[src/inc/pwm_sec_consts.svh]
// offsets, field positions, reset values and timing counts of the secondary time base block
// Operation
// polarity bit inverts sync input and sync output to active low
// sync output enable gates the sync pulse; clear keeps output idle
// immediate load bit: period loads on write, else at cycle boundary
// 3-bit prescaler divides by 1..64; code 111 reserved; reset divide-by-1
// software changes prescaler only while module enable is clear
// software keeps secondary period within 0x0010 to 0xFFF8
// periods below 0x0028 have low three bits zero
// 13-bit compare in bits 15..3 matched against secondary timer
// compare low three bits unimplemented, giving eight-count granularity
// chop enable bit 15 starts and stops the chop generator
// chop divider is a 7-bit field in bits 9..3
// chop period is 16 times (divider plus one) prescaled clocks
// chop generator is clocked after the primary prescaler
// a 16-bit shared duty value is held for the generators
// software keeps shared duty between 0x0008 and period minus 0x0008
// duty resolution may coarsen near 0% or 100%
// 16-bit read/write key register, reset value zero
// keys 0xABCD then 0x4321, next access must be the protected write
// protection on by default; configuration bit clear disables it
// center-aligned mode only acts when independent time base is set
// status flags set by events, cleared by clearing their enable
// postscaler issues a trigger on every Nth compare match
`ifndef PWM_SEC_CONSTS_SVH
`define PWM_SEC_CONSTS_SVH
`define ADR_W 4
`define OFS_STB_CTRL 4'h0
`define OFS_SEC_DIV 4'h1
`define OFS_SEC_PER 4'h2
`define OFS_SEC_CMP 4'h3
`define OFS_CHOP 4'h4
`define OFS_MDUTY 4'h5
`define OFS_KEY 4'h6
`define OFS_GEN_CTRL 4'h7
`define OFS_PROT_REG 4'h8
`define OFS_PRI_DIV 4'h9
`define OFS_MOD_CTRL 4'hA
`define RST_SEC_PER 16'hFFFF
`define RST_ZERO 16'h0000
`define KEY_FIRST 16'hABCD
`define KEY_SECOND 16'h4321
`define BIT_PEND 12
`define BIT_IEN 11
`define BIT_IMM 10
`define BIT_POL 9
`define BIT_SOEN 8
`define BIT_EXTERNAL_SYNC_ENABLE 7
`define BIT_SRC_LO 4
`define BIT_PS_LO 0
`define BIT_CHOP_EN 15
`define BIT_CHOP_LO 3
`define BIT_ITB 9
`define BIT_CAM 2
`define PS_RESERVED 3'h7
`define CHOP_HALF 8'h08
`endif

[src/inc/pwm_sec_pkg.sv]
// types of the secondary time base block
package pwm_sec_pkg;
    typedef logic [15:0] word_t;
    typedef enum logic [1:0] {KEY_IDLE, KEY_ONE, KEY_OPEN} key_e;
endpackage : pwm_sec_pkg

[src/logic/pwm_sec_timebase.sv]
// secondary time base, chop generator, shared duty and protection key logic
`timescale 1ns/1ps
`default_nettype none
`include "pwm_sec_consts.svh"
module pwm_sec_timebase
    import pwm_sec_pkg::*;
(
    input wire logic ref_clk,
    input wire logic rst,
    input wire logic [3:0] addr,
    input wire logic [15:0] wdata,
    input wire logic wr_stb,
    input wire logic rd_stb,
    output logic [15:0] rdata,
    input wire logic write_protect_config,
    input wire logic sync_in,
    input wire logic fault_event,
    input wire logic current_limit_event,
    input wire logic trigger_event,
    output logic sync_out,
    output logic special_event_trigger,
    output logic chop_clk,
    output logic [15:0] shared_duty,
    output logic [15:0] protected_value,
    output logic center_aligned_active,
    output logic fault_irq_pending,
    output logic current_limit_irq_pending,
    output logic trigger_irq_pending
);
    word_t ctrl_ff, period_ff, active_per_ff, cmp_ff, chop_ff, mduty_ff, key_ff, gen_ff, prot_ff;
    logic [2:0] sec_div_ff, pri_div_ff;
    logic pwm_module_enable_ff;
    logic pend_ff, per_pending_ff;
    logic [15:0] timer_ff;
    logic [6:0] sec_pre_ff, pri_pre_ff;
    logic [3:0] post_ff;
    logic [11:0] chop_cnt_ff;
    key_e key_st_ff;
    logic fault_pend_ff, cl_pend_ff, trg_pend_ff;
    logic sync_in_d_ff;
    logic wr_hit, sec_tick, pri_tick, boundary, match, sync_act, sync_rise;
    logic [6:0] sec_lim, pri_lim;
    logic [11:0] chop_lim;

    assign wr_hit = wr_stb;
    // prescaler: a one-cycle enable every 2^code input clocks
    assign sec_lim = 7'(7'h01 << sec_div_ff) - 7'h01;
    assign pri_lim = 7'(7'h01 << pri_div_ff) - 7'h01;
    assign sec_tick = (sec_pre_ff == sec_lim);
    assign pri_tick = (pri_pre_ff == pri_lim);
    assign sync_act = sync_in ^ ctrl_ff[`BIT_POL];
    assign sync_rise = sync_act & ~sync_in_d_ff;
    assign boundary = sec_tick && (timer_ff >= active_per_ff || (ctrl_ff[`BIT_EXTERNAL_SYNC_ENABLE] && sync_rise));
    // low three compare bits always read zero, so one match per period on eight-count steps
    assign match = sec_tick && (timer_ff == cmp_ff);
    assign chop_lim = {1'b0, chop_ff[9:3], 4'h0} + 12'h00F;

    always_ff @(posedge ref_clk) begin
        if (rst) begin
            sync_in_d_ff <= 1'b0;
        end else begin
            sync_in_d_ff <= sync_act;
        end
    end

    // prescalers; reserved code 111 wraps the 7-bit limit and divides by 128
    always_ff @(posedge ref_clk) begin
        if (rst || !pwm_module_enable_ff) begin
            sec_pre_ff <= 7'h00;
            pri_pre_ff <= 7'h00;
        end else begin
            sec_pre_ff <= sec_tick ? 7'h00 : sec_pre_ff + 7'h01;
            pri_pre_ff <= pri_tick ? 7'h00 : pri_pre_ff + 7'h01;
        end
    end

    // secondary master timer and period load
    always_ff @(posedge ref_clk) begin
        if (rst) begin
            timer_ff <= `RST_ZERO;
            active_per_ff <= `RST_SEC_PER;
            per_pending_ff <= 1'b0;
        end else begin
            if (!pwm_module_enable_ff) begin
                timer_ff <= `RST_ZERO;
            end else if (boundary) begin
                timer_ff <= `RST_ZERO;
            end else if (sec_tick) begin
                timer_ff <= timer_ff + 16'h0001;
            end
            if (wr_hit && addr == `OFS_SEC_PER && ctrl_ff[`BIT_IMM]) begin
                active_per_ff <= wdata;
                per_pending_ff <= 1'b0;
            end else if (wr_hit && addr == `OFS_SEC_PER) begin
                per_pending_ff <= 1'b1;
            end else if (per_pending_ff && (boundary || !pwm_module_enable_ff)) begin
                active_per_ff <= period_ff;
                per_pending_ff <= 1'b0;
            end
        end
    end

    // sync output pulse, postscaled special event
    always_ff @(posedge ref_clk) begin
        if (rst) begin
            sync_out <= 1'b0;
            post_ff <= 4'h0;
            special_event_trigger <= 1'b0;
        end else begin
            sync_out <= (ctrl_ff[`BIT_SOEN] & boundary) ^ ctrl_ff[`BIT_POL];
            special_event_trigger <= 1'b0;
            if (match) begin
                if (post_ff == ctrl_ff[3:0]) begin
                    post_ff <= 4'h0;
                    special_event_trigger <= 1'b1;
                end else begin
                    post_ff <= post_ff + 4'h1;
                end
            end
        end
    end

    // special event pending: set wins over clear
    always_ff @(posedge ref_clk) begin
        if (rst) begin
            pend_ff <= 1'b0;
        end else if (match && post_ff == ctrl_ff[3:0] && ctrl_ff[`BIT_IEN]) begin
            pend_ff <= 1'b1;
        end else if (wr_hit && addr == `OFS_STB_CTRL && !wdata[`BIT_PEND]) begin
            pend_ff <= 1'b0;
        end
    end

    // chop clock: toggles every 8*(div+1) primary ticks
    always_ff @(posedge ref_clk) begin
        if (rst || !chop_ff[`BIT_CHOP_EN]) begin
            chop_cnt_ff <= 12'h000;
            chop_clk <= 1'b0;
        end else if (pri_tick) begin
            if (chop_cnt_ff[11:1] >= chop_lim[11:1]) begin
                chop_cnt_ff <= 12'h000;
                chop_clk <= ~chop_clk;
            end else begin
                chop_cnt_ff <= chop_cnt_ff + 12'h002;
            end
        end
    end

    // unlock sequence; any other access in between relocks
    always_ff @(posedge ref_clk) begin
        if (rst) begin
            key_st_ff <= KEY_IDLE;
        end else if (wr_hit && addr == `OFS_KEY) begin
            unique case (key_st_ff)
                KEY_IDLE: key_st_ff <= (wdata == `KEY_FIRST) ? KEY_ONE : KEY_IDLE;
                KEY_ONE: key_st_ff <= (wdata == `KEY_SECOND) ? KEY_OPEN : ((wdata == `KEY_FIRST) ? KEY_ONE : KEY_IDLE);
                KEY_OPEN: key_st_ff <= (wdata == `KEY_FIRST) ? KEY_ONE : KEY_IDLE;
            endcase
        end else if (wr_stb || rd_stb) begin
            key_st_ff <= KEY_IDLE;
        end
    end

    // generator status flags; enable clear clears the flag, even against an event
    always_ff @(posedge ref_clk) begin
        if (rst) begin
            fault_pend_ff <= 1'b0;
            cl_pend_ff <= 1'b0;
            trg_pend_ff <= 1'b0;
        end else begin
            fault_pend_ff <= (fault_event && gen_ff[12]) || (fault_pend_ff && gen_ff[12]);
            cl_pend_ff <= (current_limit_event && gen_ff[11]) || (cl_pend_ff && gen_ff[11]);
            trg_pend_ff <= (trigger_event && gen_ff[10]) || (trg_pend_ff && gen_ff[10]);
        end
    end

    // register writes
    always_ff @(posedge ref_clk) begin
        if (rst) begin
            ctrl_ff <= `RST_ZERO;
            sec_div_ff <= 3'h0;
            pri_div_ff <= 3'h0;
            period_ff <= `RST_SEC_PER;
            cmp_ff <= `RST_ZERO;
            chop_ff <= `RST_ZERO;
            mduty_ff <= `RST_ZERO;
            key_ff <= `RST_ZERO;
            gen_ff <= `RST_ZERO;
            prot_ff <= `RST_ZERO;
            pwm_module_enable_ff <= 1'b0;
        end else if (wr_hit) begin
            unique case (addr)
                `OFS_STB_CTRL: ctrl_ff <= {4'h0, wdata[11:0]};
                `OFS_SEC_DIV: sec_div_ff <= wdata[2:0];
                `OFS_PRI_DIV: pri_div_ff <= wdata[2:0];
                `OFS_SEC_PER: period_ff <= wdata;
                `OFS_SEC_CMP: cmp_ff <= {wdata[15:3], 3'h0};
                `OFS_CHOP: chop_ff <= {wdata[15], 5'h00, wdata[9:3], 3'h0};
                `OFS_MDUTY: mduty_ff <= wdata;
                `OFS_KEY: key_ff <= wdata;
                `OFS_GEN_CTRL: gen_ff <= {3'h0, wdata[12:0]};
                `OFS_PROT_REG: begin
                    if (!write_protect_config || key_st_ff == KEY_OPEN) begin
                        prot_ff <= wdata;
                    end
                end
                `OFS_MOD_CTRL: pwm_module_enable_ff <= wdata[15];
                default: ;
            endcase
        end
    end

    // outputs and read port
    always_ff @(posedge ref_clk) begin
        if (rst) begin
            rdata <= `RST_ZERO;
            shared_duty <= `RST_ZERO;
            protected_value <= `RST_ZERO;
            center_aligned_active <= 1'b0;
            fault_irq_pending <= 1'b0;
            current_limit_irq_pending <= 1'b0;
            trigger_irq_pending <= 1'b0;
        end else begin
            shared_duty <= mduty_ff;
            protected_value <= prot_ff;
            center_aligned_active <= gen_ff[`BIT_CAM] & gen_ff[`BIT_ITB];
            fault_irq_pending <= fault_pend_ff;
            current_limit_irq_pending <= cl_pend_ff;
            trigger_irq_pending <= trg_pend_ff;
            rdata <= `RST_ZERO;
            if (rd_stb) begin
                unique case (addr)
                    `OFS_STB_CTRL: rdata <= {3'h0, pend_ff, ctrl_ff[11:0]};
                    `OFS_SEC_DIV: rdata <= {13'h0000, sec_div_ff};
                    `OFS_PRI_DIV: rdata <= {13'h0000, pri_div_ff};
                    `OFS_SEC_PER: rdata <= period_ff;
                    `OFS_SEC_CMP: rdata <= cmp_ff;
                    `OFS_CHOP: rdata <= chop_ff;
                    `OFS_MDUTY: rdata <= mduty_ff;
                    `OFS_KEY: rdata <= key_ff;
                    `OFS_GEN_CTRL: rdata <= {fault_pend_ff, cl_pend_ff, trg_pend_ff, gen_ff[12:0]};
                    `OFS_PROT_REG: rdata <= prot_ff;
                    `OFS_MOD_CTRL: rdata <= {pwm_module_enable_ff, 15'h0000};
                    default: rdata <= `RST_ZERO;
                endcase
            end
        end
    end

    // a period write with immediate load must appear as the active period next cycle
    period_load_a: assert property (@(posedge ref_clk) disable iff (rst)
        (wr_stb && addr == `OFS_SEC_PER && ctrl_ff[`BIT_IMM]) |=> (active_per_ff == $past(wdata)))
        else $error("immediate period load missed");
    sync_gate_a: assert property (@(posedge ref_clk) disable iff (rst)
        (!ctrl_ff[`BIT_SOEN] && !ctrl_ff[`BIT_POL]) |=> !sync_out)
        else $error("sync output active while disabled");
    chop_stop_a: assert property (@(posedge ref_clk) disable iff (rst)
        !chop_ff[`BIT_CHOP_EN] |=> !chop_clk)
        else $error("chop clock runs while disabled");
    cam_gate_a: assert property (@(posedge ref_clk) disable iff (rst)
        !gen_ff[`BIT_ITB] |=> !center_aligned_active)
        else $error("center aligned without independent time base");
    lock_hold_a: assert property (@(posedge ref_clk) disable iff (rst)
        (wr_stb && addr == `OFS_PROT_REG && write_protect_config && key_st_ff != KEY_OPEN)
        |=> $stable(prot_ff))
        else $error("locked register written");
    unlock_seq_a: assert property (@(posedge ref_clk) disable iff (rst)
        (wr_stb && addr == `OFS_KEY && wdata == `KEY_FIRST) ##1
        (wr_stb && addr == `OFS_KEY && wdata == `KEY_SECOND) |=> key_st_ff == KEY_OPEN)
        else $error("unlock sequence not accepted");
    flag_clear_a: assert property (@(posedge ref_clk) disable iff (rst)
        !gen_ff[12] |=> !fault_pend_ff)
        else $error("fault flag survives enable clear");
    post_trig_a: assert property (@(posedge ref_clk) disable iff (rst)
        special_event_trigger |-> $past(match) && $past(post_ff) == $past(ctrl_ff[3:0]))
        else $error("special event without postscale count");
endmodule : pwm_sec_timebase
`default_nettype wire

[config.mk]
export PLATFORM = sky130hd
export DESIGN_NAME = pwm_sec_timebase
export DESIGN_NICKNAME = d
export VERILOG_FILES = /design/src/inc/pwm_sec_pkg.sv /design/src/logic/pwm_sec_timebase.sv
export VERILOG_INCLUDE_DIRS = /design/src /design/src/inc
export SDC_FILE = /design/constraint.sdc
export NUM_CORES = 1
export LEC_CHECK = 0
export ABC_AREA = 0
export BUFFER_PORTS_ARGS = -buffer_cell sky130_fd_sc_hd__clkbuf_2
export CORE_ASPECT_RATIO = 1.25
export CORE_MARGIN = 2
export CORE_UTILIZATION = 51
export CTS_BUF_LIST = sky130_fd_sc_hd__clkbuf_4 sky130_fd_sc_hd__clkbuf_8
export DETAILED_ROUTE_END_ITERATION = 8
export GPL_TIMING_DRIVEN = 0
export PLACE_DENSITY = 0.76
export SLEW_MARGIN = 20
export SYNTH_ARGS = -nofsm -noshare
export SYNTH_HDL_FRONTEND = slang
export SYNTH_SLANG_ARGS = --single-unit
[constraint.sdc]
create_clock -name ref_clk -period 8.1 [get_ports ref_clk]
set_input_delay 0.81 -clock ref_clk [delete_from_list [all_inputs] [get_ports ref_clk]]
set_output_delay 0.81 -clock ref_clk [all_outputs]
set_load 0.01 [all_outputs]
* Word level (Yosys, flattened, before mapping)
Index checks and enable logic that the tools add are counted.
Word-level totals: output and inout bits 55, word-level logic and storage cells 147, register bits after elaboration 242
Cells by class: muxes and demuxes 16, add/sub/neg operators 8, reduce and logical (&&, ||, !) cells 56, magnitude comparators 2, shifts and indexed selects 2, eq/ne operators 19, bitwise operators 10
Operators with widths (count):
- 16-bit case mux with 11 select lines | 1
- 16-bit 2-to-1 mux | 3
- 2-bit AND reduction | 12
- 1-bit logical AND | 17
- 16-bit by 1-bit adder with 16-bit output (second input constant) | 1
- 16-bit by 15-bit equality test with 1-bit output (second input constant) | 1
- 16-bit equality test | 1
- 16-bit equality test (second input constant) | 1
- 4-bit by 3-bit equality test with 1-bit output (second input constant) | 4
- 16-bit greater-or-equal comparator | 1
- 7-bit by 1-bit adder with 7-bit output (second input constant) | 2
- 7-bit equality test | 2
- 1-bit by 3-bit left shift with 7-bit output (first input constant) | 2
- 7-bit by 1-bit subtractor with 7-bit output (second input constant) | 2
- 11-bit by 4-bit adder with 12-bit output (second input constant) | 1
- 12-bit by 2-bit adder with 12-bit output (second input constant) | 1
- 4-bit equality test (second input constant) | 3
- 12-bit 2-to-1 mux | 1
- 2-bit OR reduction | 6
- 11-bit greater-or-equal comparator | 1
- 1-bit logical OR | 9
- 4-bit by 2-bit equality test with 1-bit output (second input constant) | 2
- 2-bit nonzero test | 4
- 1-bit 2-to-1 mux | 6
- other kinds (17) | 29

* Logic depth before layout (Yosys ltp)
word-level depth 10, gate-level depth with buffers 12, mapped depth without buffers 10

* Worst setup path after synthesis
No wires, ideal clock.
path type flip-flop to flip-flop, start register pri_div_ff[2], end register chop_cnt_ff[1], stages on the path, launching flop included 12, arrival time 2.783 ns, data required time 7.985 ns, slack 5.202 ns, path buffers 2, cell sequence dfxtp_1 -> clkbuf_1 -> or3_1 -> ha_1 -> xnor2_1 -> or4_1 -> a311o_1 -> a211oi_2 -> o21ai_1 -> nand3b_1 -> buf_4 -> nor2_1
On the way: longest elaborated chain between the ends 3
Ends and longest elaborated chain:
- start, declared | line pwm_sec_timebase.sv:31 | logic [2:0] sec_div_ff, pri_div_ff;
- start signal, assigned | line pwm_sec_timebase.sv:195 | `OFS_PRI_DIV: pri_div_ff <= wdata[2:0];
- 1-bit by 3-bit left shift with 7-bit output | line pwm_sec_timebase.sv:48 | assign pri_lim = 7'(7'h01 << pri_div_ff) - 7'h01;
- 7-bit by 1-bit subtractor with 7-bit output | line pwm_sec_timebase.sv:48
- 7-bit equality test | line pwm_sec_timebase.sv:50 | assign pri_tick = (pri_pre_ff == pri_lim);
- end signal, assigned | line pwm_sec_timebase.sv:144 | chop_cnt_ff <= chop_cnt_ff + 12'h002;
- end, declared | line pwm_sec_timebase.sv:37 | logic [11:0] chop_cnt_ff;
No other way between the ends. A chain may end at the register's enable or synchronous reset.

* Worst setup path in the final report
start register pri_div_ff[2], end register chop_cnt_ff[7]
Same word-level chain as after synthesis.

==> flow_summary.ini <==
[yosys]
yosys_warnings = 0
synth_seq_cells = 241
synth_area_per_cell_um2 = 8.540
synth_xor_area_share_pct = 5.124
synth_nets = 1280
netlist_instances = 1221
yosys.area_share.simple_pct = 23.35
syn_area_mm2 = 0.01043
synth_edf_count = 0
synth_cell_types = 62
yosys.area_share.adder_pct = 3.600
synthFlopType = dfxtp_1
yosysSeqAreaShare_pct = 46.27
muxShareOfSynthArea_pct = 3.468
synth_top_family_by_area = simple AND/OR/NAND/NOR gates
ys_async_sr_fraction_pct = 0
synth_compound_area_share_pct = 13.76

[hold_path]
min_path_type = register to register

[finish]
final_cells = 1626
diodes = 0
fin_area_mm2 = 0.01199
final_cell_mix = 241 x dfxtp_1, 211 x nand2_1, 120 x a21oi_1
n_fill_cell = 1760
drive_gt1_share_pct = 11.73
final_nets = 1388
fin_util_pct = 59.62
syn_to_final_growth_pct = 14.94
final_common_cell = dfxtp_1
multi_input_area_mm2 = 0.005159
register_area_mm2 = 0.004825

[routing]
num_vias = 9362
drtIter0Drc = 803
drt_wl_total_um = 29690
wire_per_inst_um = 18.26
via_per_inst = 5.758
firstDrtPassIters = 6
drc_errors = 0
ant_nets = 0

[floorplan]
io_pins = 84
dieHeight_um = 163.9
rows = 58
start_util_pct = 51.87
die_w_um = 131.9
core_mm2 = 0.02010
die-area_mm2 = 0.02161

[global_routing]
grt_overflow_total = 0
use_met3_pct = 5.154
grt_pass1_vias = 8927
use_met1_pct = 32.44
grt_max_degree = 11
grt.total_usage_pct = 27.07
top_usage_layer = met2
antenna_found_initial = 0
grtUsageMet2_pct = 46.50
grt_pass1_wl_um = 46440

[worst_setup_path]
cp_max_fo = 10
setup.worst_path.start_class = register
crit_required_ns = 8.52
worst-setup-path-type = register to register
end_kind = register
critPathArrivalTime_ns = 3.79

[timing]
finalCritPeriodShare_pct = 41.64
slew_headroom_pct = 37.95
rsz0062_at_grt = false
slew_viol_final = 0
finalClockSkew_ns = 0.03768
min_period_ns = 3.373
worstMarginPinSlew_ns = 0.9236
fin_setup_tns_ns = 0
hold_violations = 0
max_freq_ghz = 0.2965
setup_viol = 0

[clocking]
clockBufferDepth = 3
clk_pin_slew_ns = 0.06
post_cts_buffers = 0
numCtsBuffers = 39
postCtsResizedCells = 0
cts_root_buffer = clkbuf_8
htree_levels = 2
ctsHoldBuffers = 0
clk-insertion-delay-late_ns = 0.56
clock_sinks = 241
cts_tree = built

[placement]
port_buffers = 67
placedCellCount = 1558
dp_hpwl_um = 21500
place_congestion = 0.9610
placed_cell_area_mm2 = 0.01111

[power_and_ir_drop]
p_per_area_mw_per_mm2 = 208.5
ir_worst_vdd_mv = 0.1440
power_leakage_nw = 4.853

[flow_run]
max_cap_violations = 0

[run_status]
run_status = completed
==> flip-flops by register name (all words and copies together) (netlist names), 2 cells and up <==
signal	flops
active_per_ff	16
prot_ff	16
post_ff	4
cmp_ff	13
timer_ff	16
sec_div_ff	3
key_st_ff	2
period_ff	16
chop_ff	8
mduty_ff	16
gen_ff	13
sec_pre_ff	7
pri_div_ff	3
ctrl_ff	12
shared_duty	16
chop_cnt_ff	11
pri_pre_ff	7
key_ff	16
rdata	16
protected_value	16
==> metrics by stage <==
step	worst slack, ns	total power, mW	hold WS (ns)
after floorplan	5.202	1.308	0.4226
after global placement	4.756	1.352	0.4411
after detailed placement	4.707	1.354	0.4469
after CTS	4.719	2.504	0.4558
after global routing	4.546	2.570	0.4751
final	4.727	2.499	0.4547
==> worst max-delay path, stage by stage (launching register included) <==
cell and delay (ns):
dfxtp_1 0.33, clkbuf_1 0.22, or3_1 0.41, ha_1 0.29, xnor2_1 0.19, or4_1 0.48, a311o_1 0.34, a211oi_2 0.40
o21ai_1 0.19, nand3b_1 0.14, buf_4 0.19, nor2_1 0.06
==> Yosys cell counts, types with 6 or more instances <==
cell type	number	share of area [%]
nor3b_1	7	0.50
ha_1	30	3.6
nand2_1	211	7.6
a21oi_1	120	5.8
dfxtp_1	241	46
nand4_1	18	1.1
and2_1	10	0.60
a22o_1	10	0.84
nor2_1	97	3.5
o21ai_0	15	0.72
clkbuf_1	80	2.9
xor2_1	35	2.9
a22oi_1	34	2.4
nand3_1	46	2.2
nor3_1	6	0.29
nor2b_1	39	2.3
and3_1	11	0.66
a31oi_1	17	1.0
inv_1	30	1.1
nor4_1	7	0.42
a221oi_1	10	0.84
mux2i_1	35	3.4
xnor2_1	26	2.2
nand3b_1	20	1.4
==> worst paths after layout <==
| path | cells after the start | slack, ns | to | start |
|---|---|---|---|---|
| max | 11 | 4.73 | chop_cnt_ff[7] | pri_div_ff[2] |
| min | 2 | 0.45 | key_ff[1] | key_ff[1] |
| min reg2reg | 2 | 0.45 | key_ff[1] | key_ff[1] |
| max reg2reg | 11 | 4.73 | chop_cnt_ff[7] | pri_div_ff[2] |
==> metal layers <==
metal	vias to the layer above	routed length (um)
met3	114	2205
met5	-	0
li1	4424	-
met2	402	14410
met4	0	1450
met1	4422	11630
==> cells by family (layout without fill, tap and decap cells) <==
family                   count (synthesis)  count (layout)
AO/OA/AOI/OAI                          231             231
AND/OR/NAND/NOR                        504             504
multiplexers                            36              36
buffers and inverters                  118             253
flip-flops                             241             241
XOR/XNOR                                61              61
adder cells (fa/ha/maj)                 30              30
==> area by class of cell <==
class / instances / share of cell area [%]
repair buffers: 67 / 2.798
multi-input cells: 862 / 43.04
clock buffers: 50 / 5.585
clock inverters: 18 / 1.649
plain buffers: 88 / 2.913
inverters: 30 / 0.9396
flip-flops and latches: 241 / 40.25
well taps: 270 / 2.819
==> power by group <==
| part | internal, mW | switching (mW) |
|---|---|---|
| clock | 0.674 | 0.493 |
| combinational | 0.0356 | 0.0912 |
| sequential | 1.20 | 0.00974 |
| total | 1.91 | 0.593 |
No activity file was read; power rests on OpenSTA's default activity.
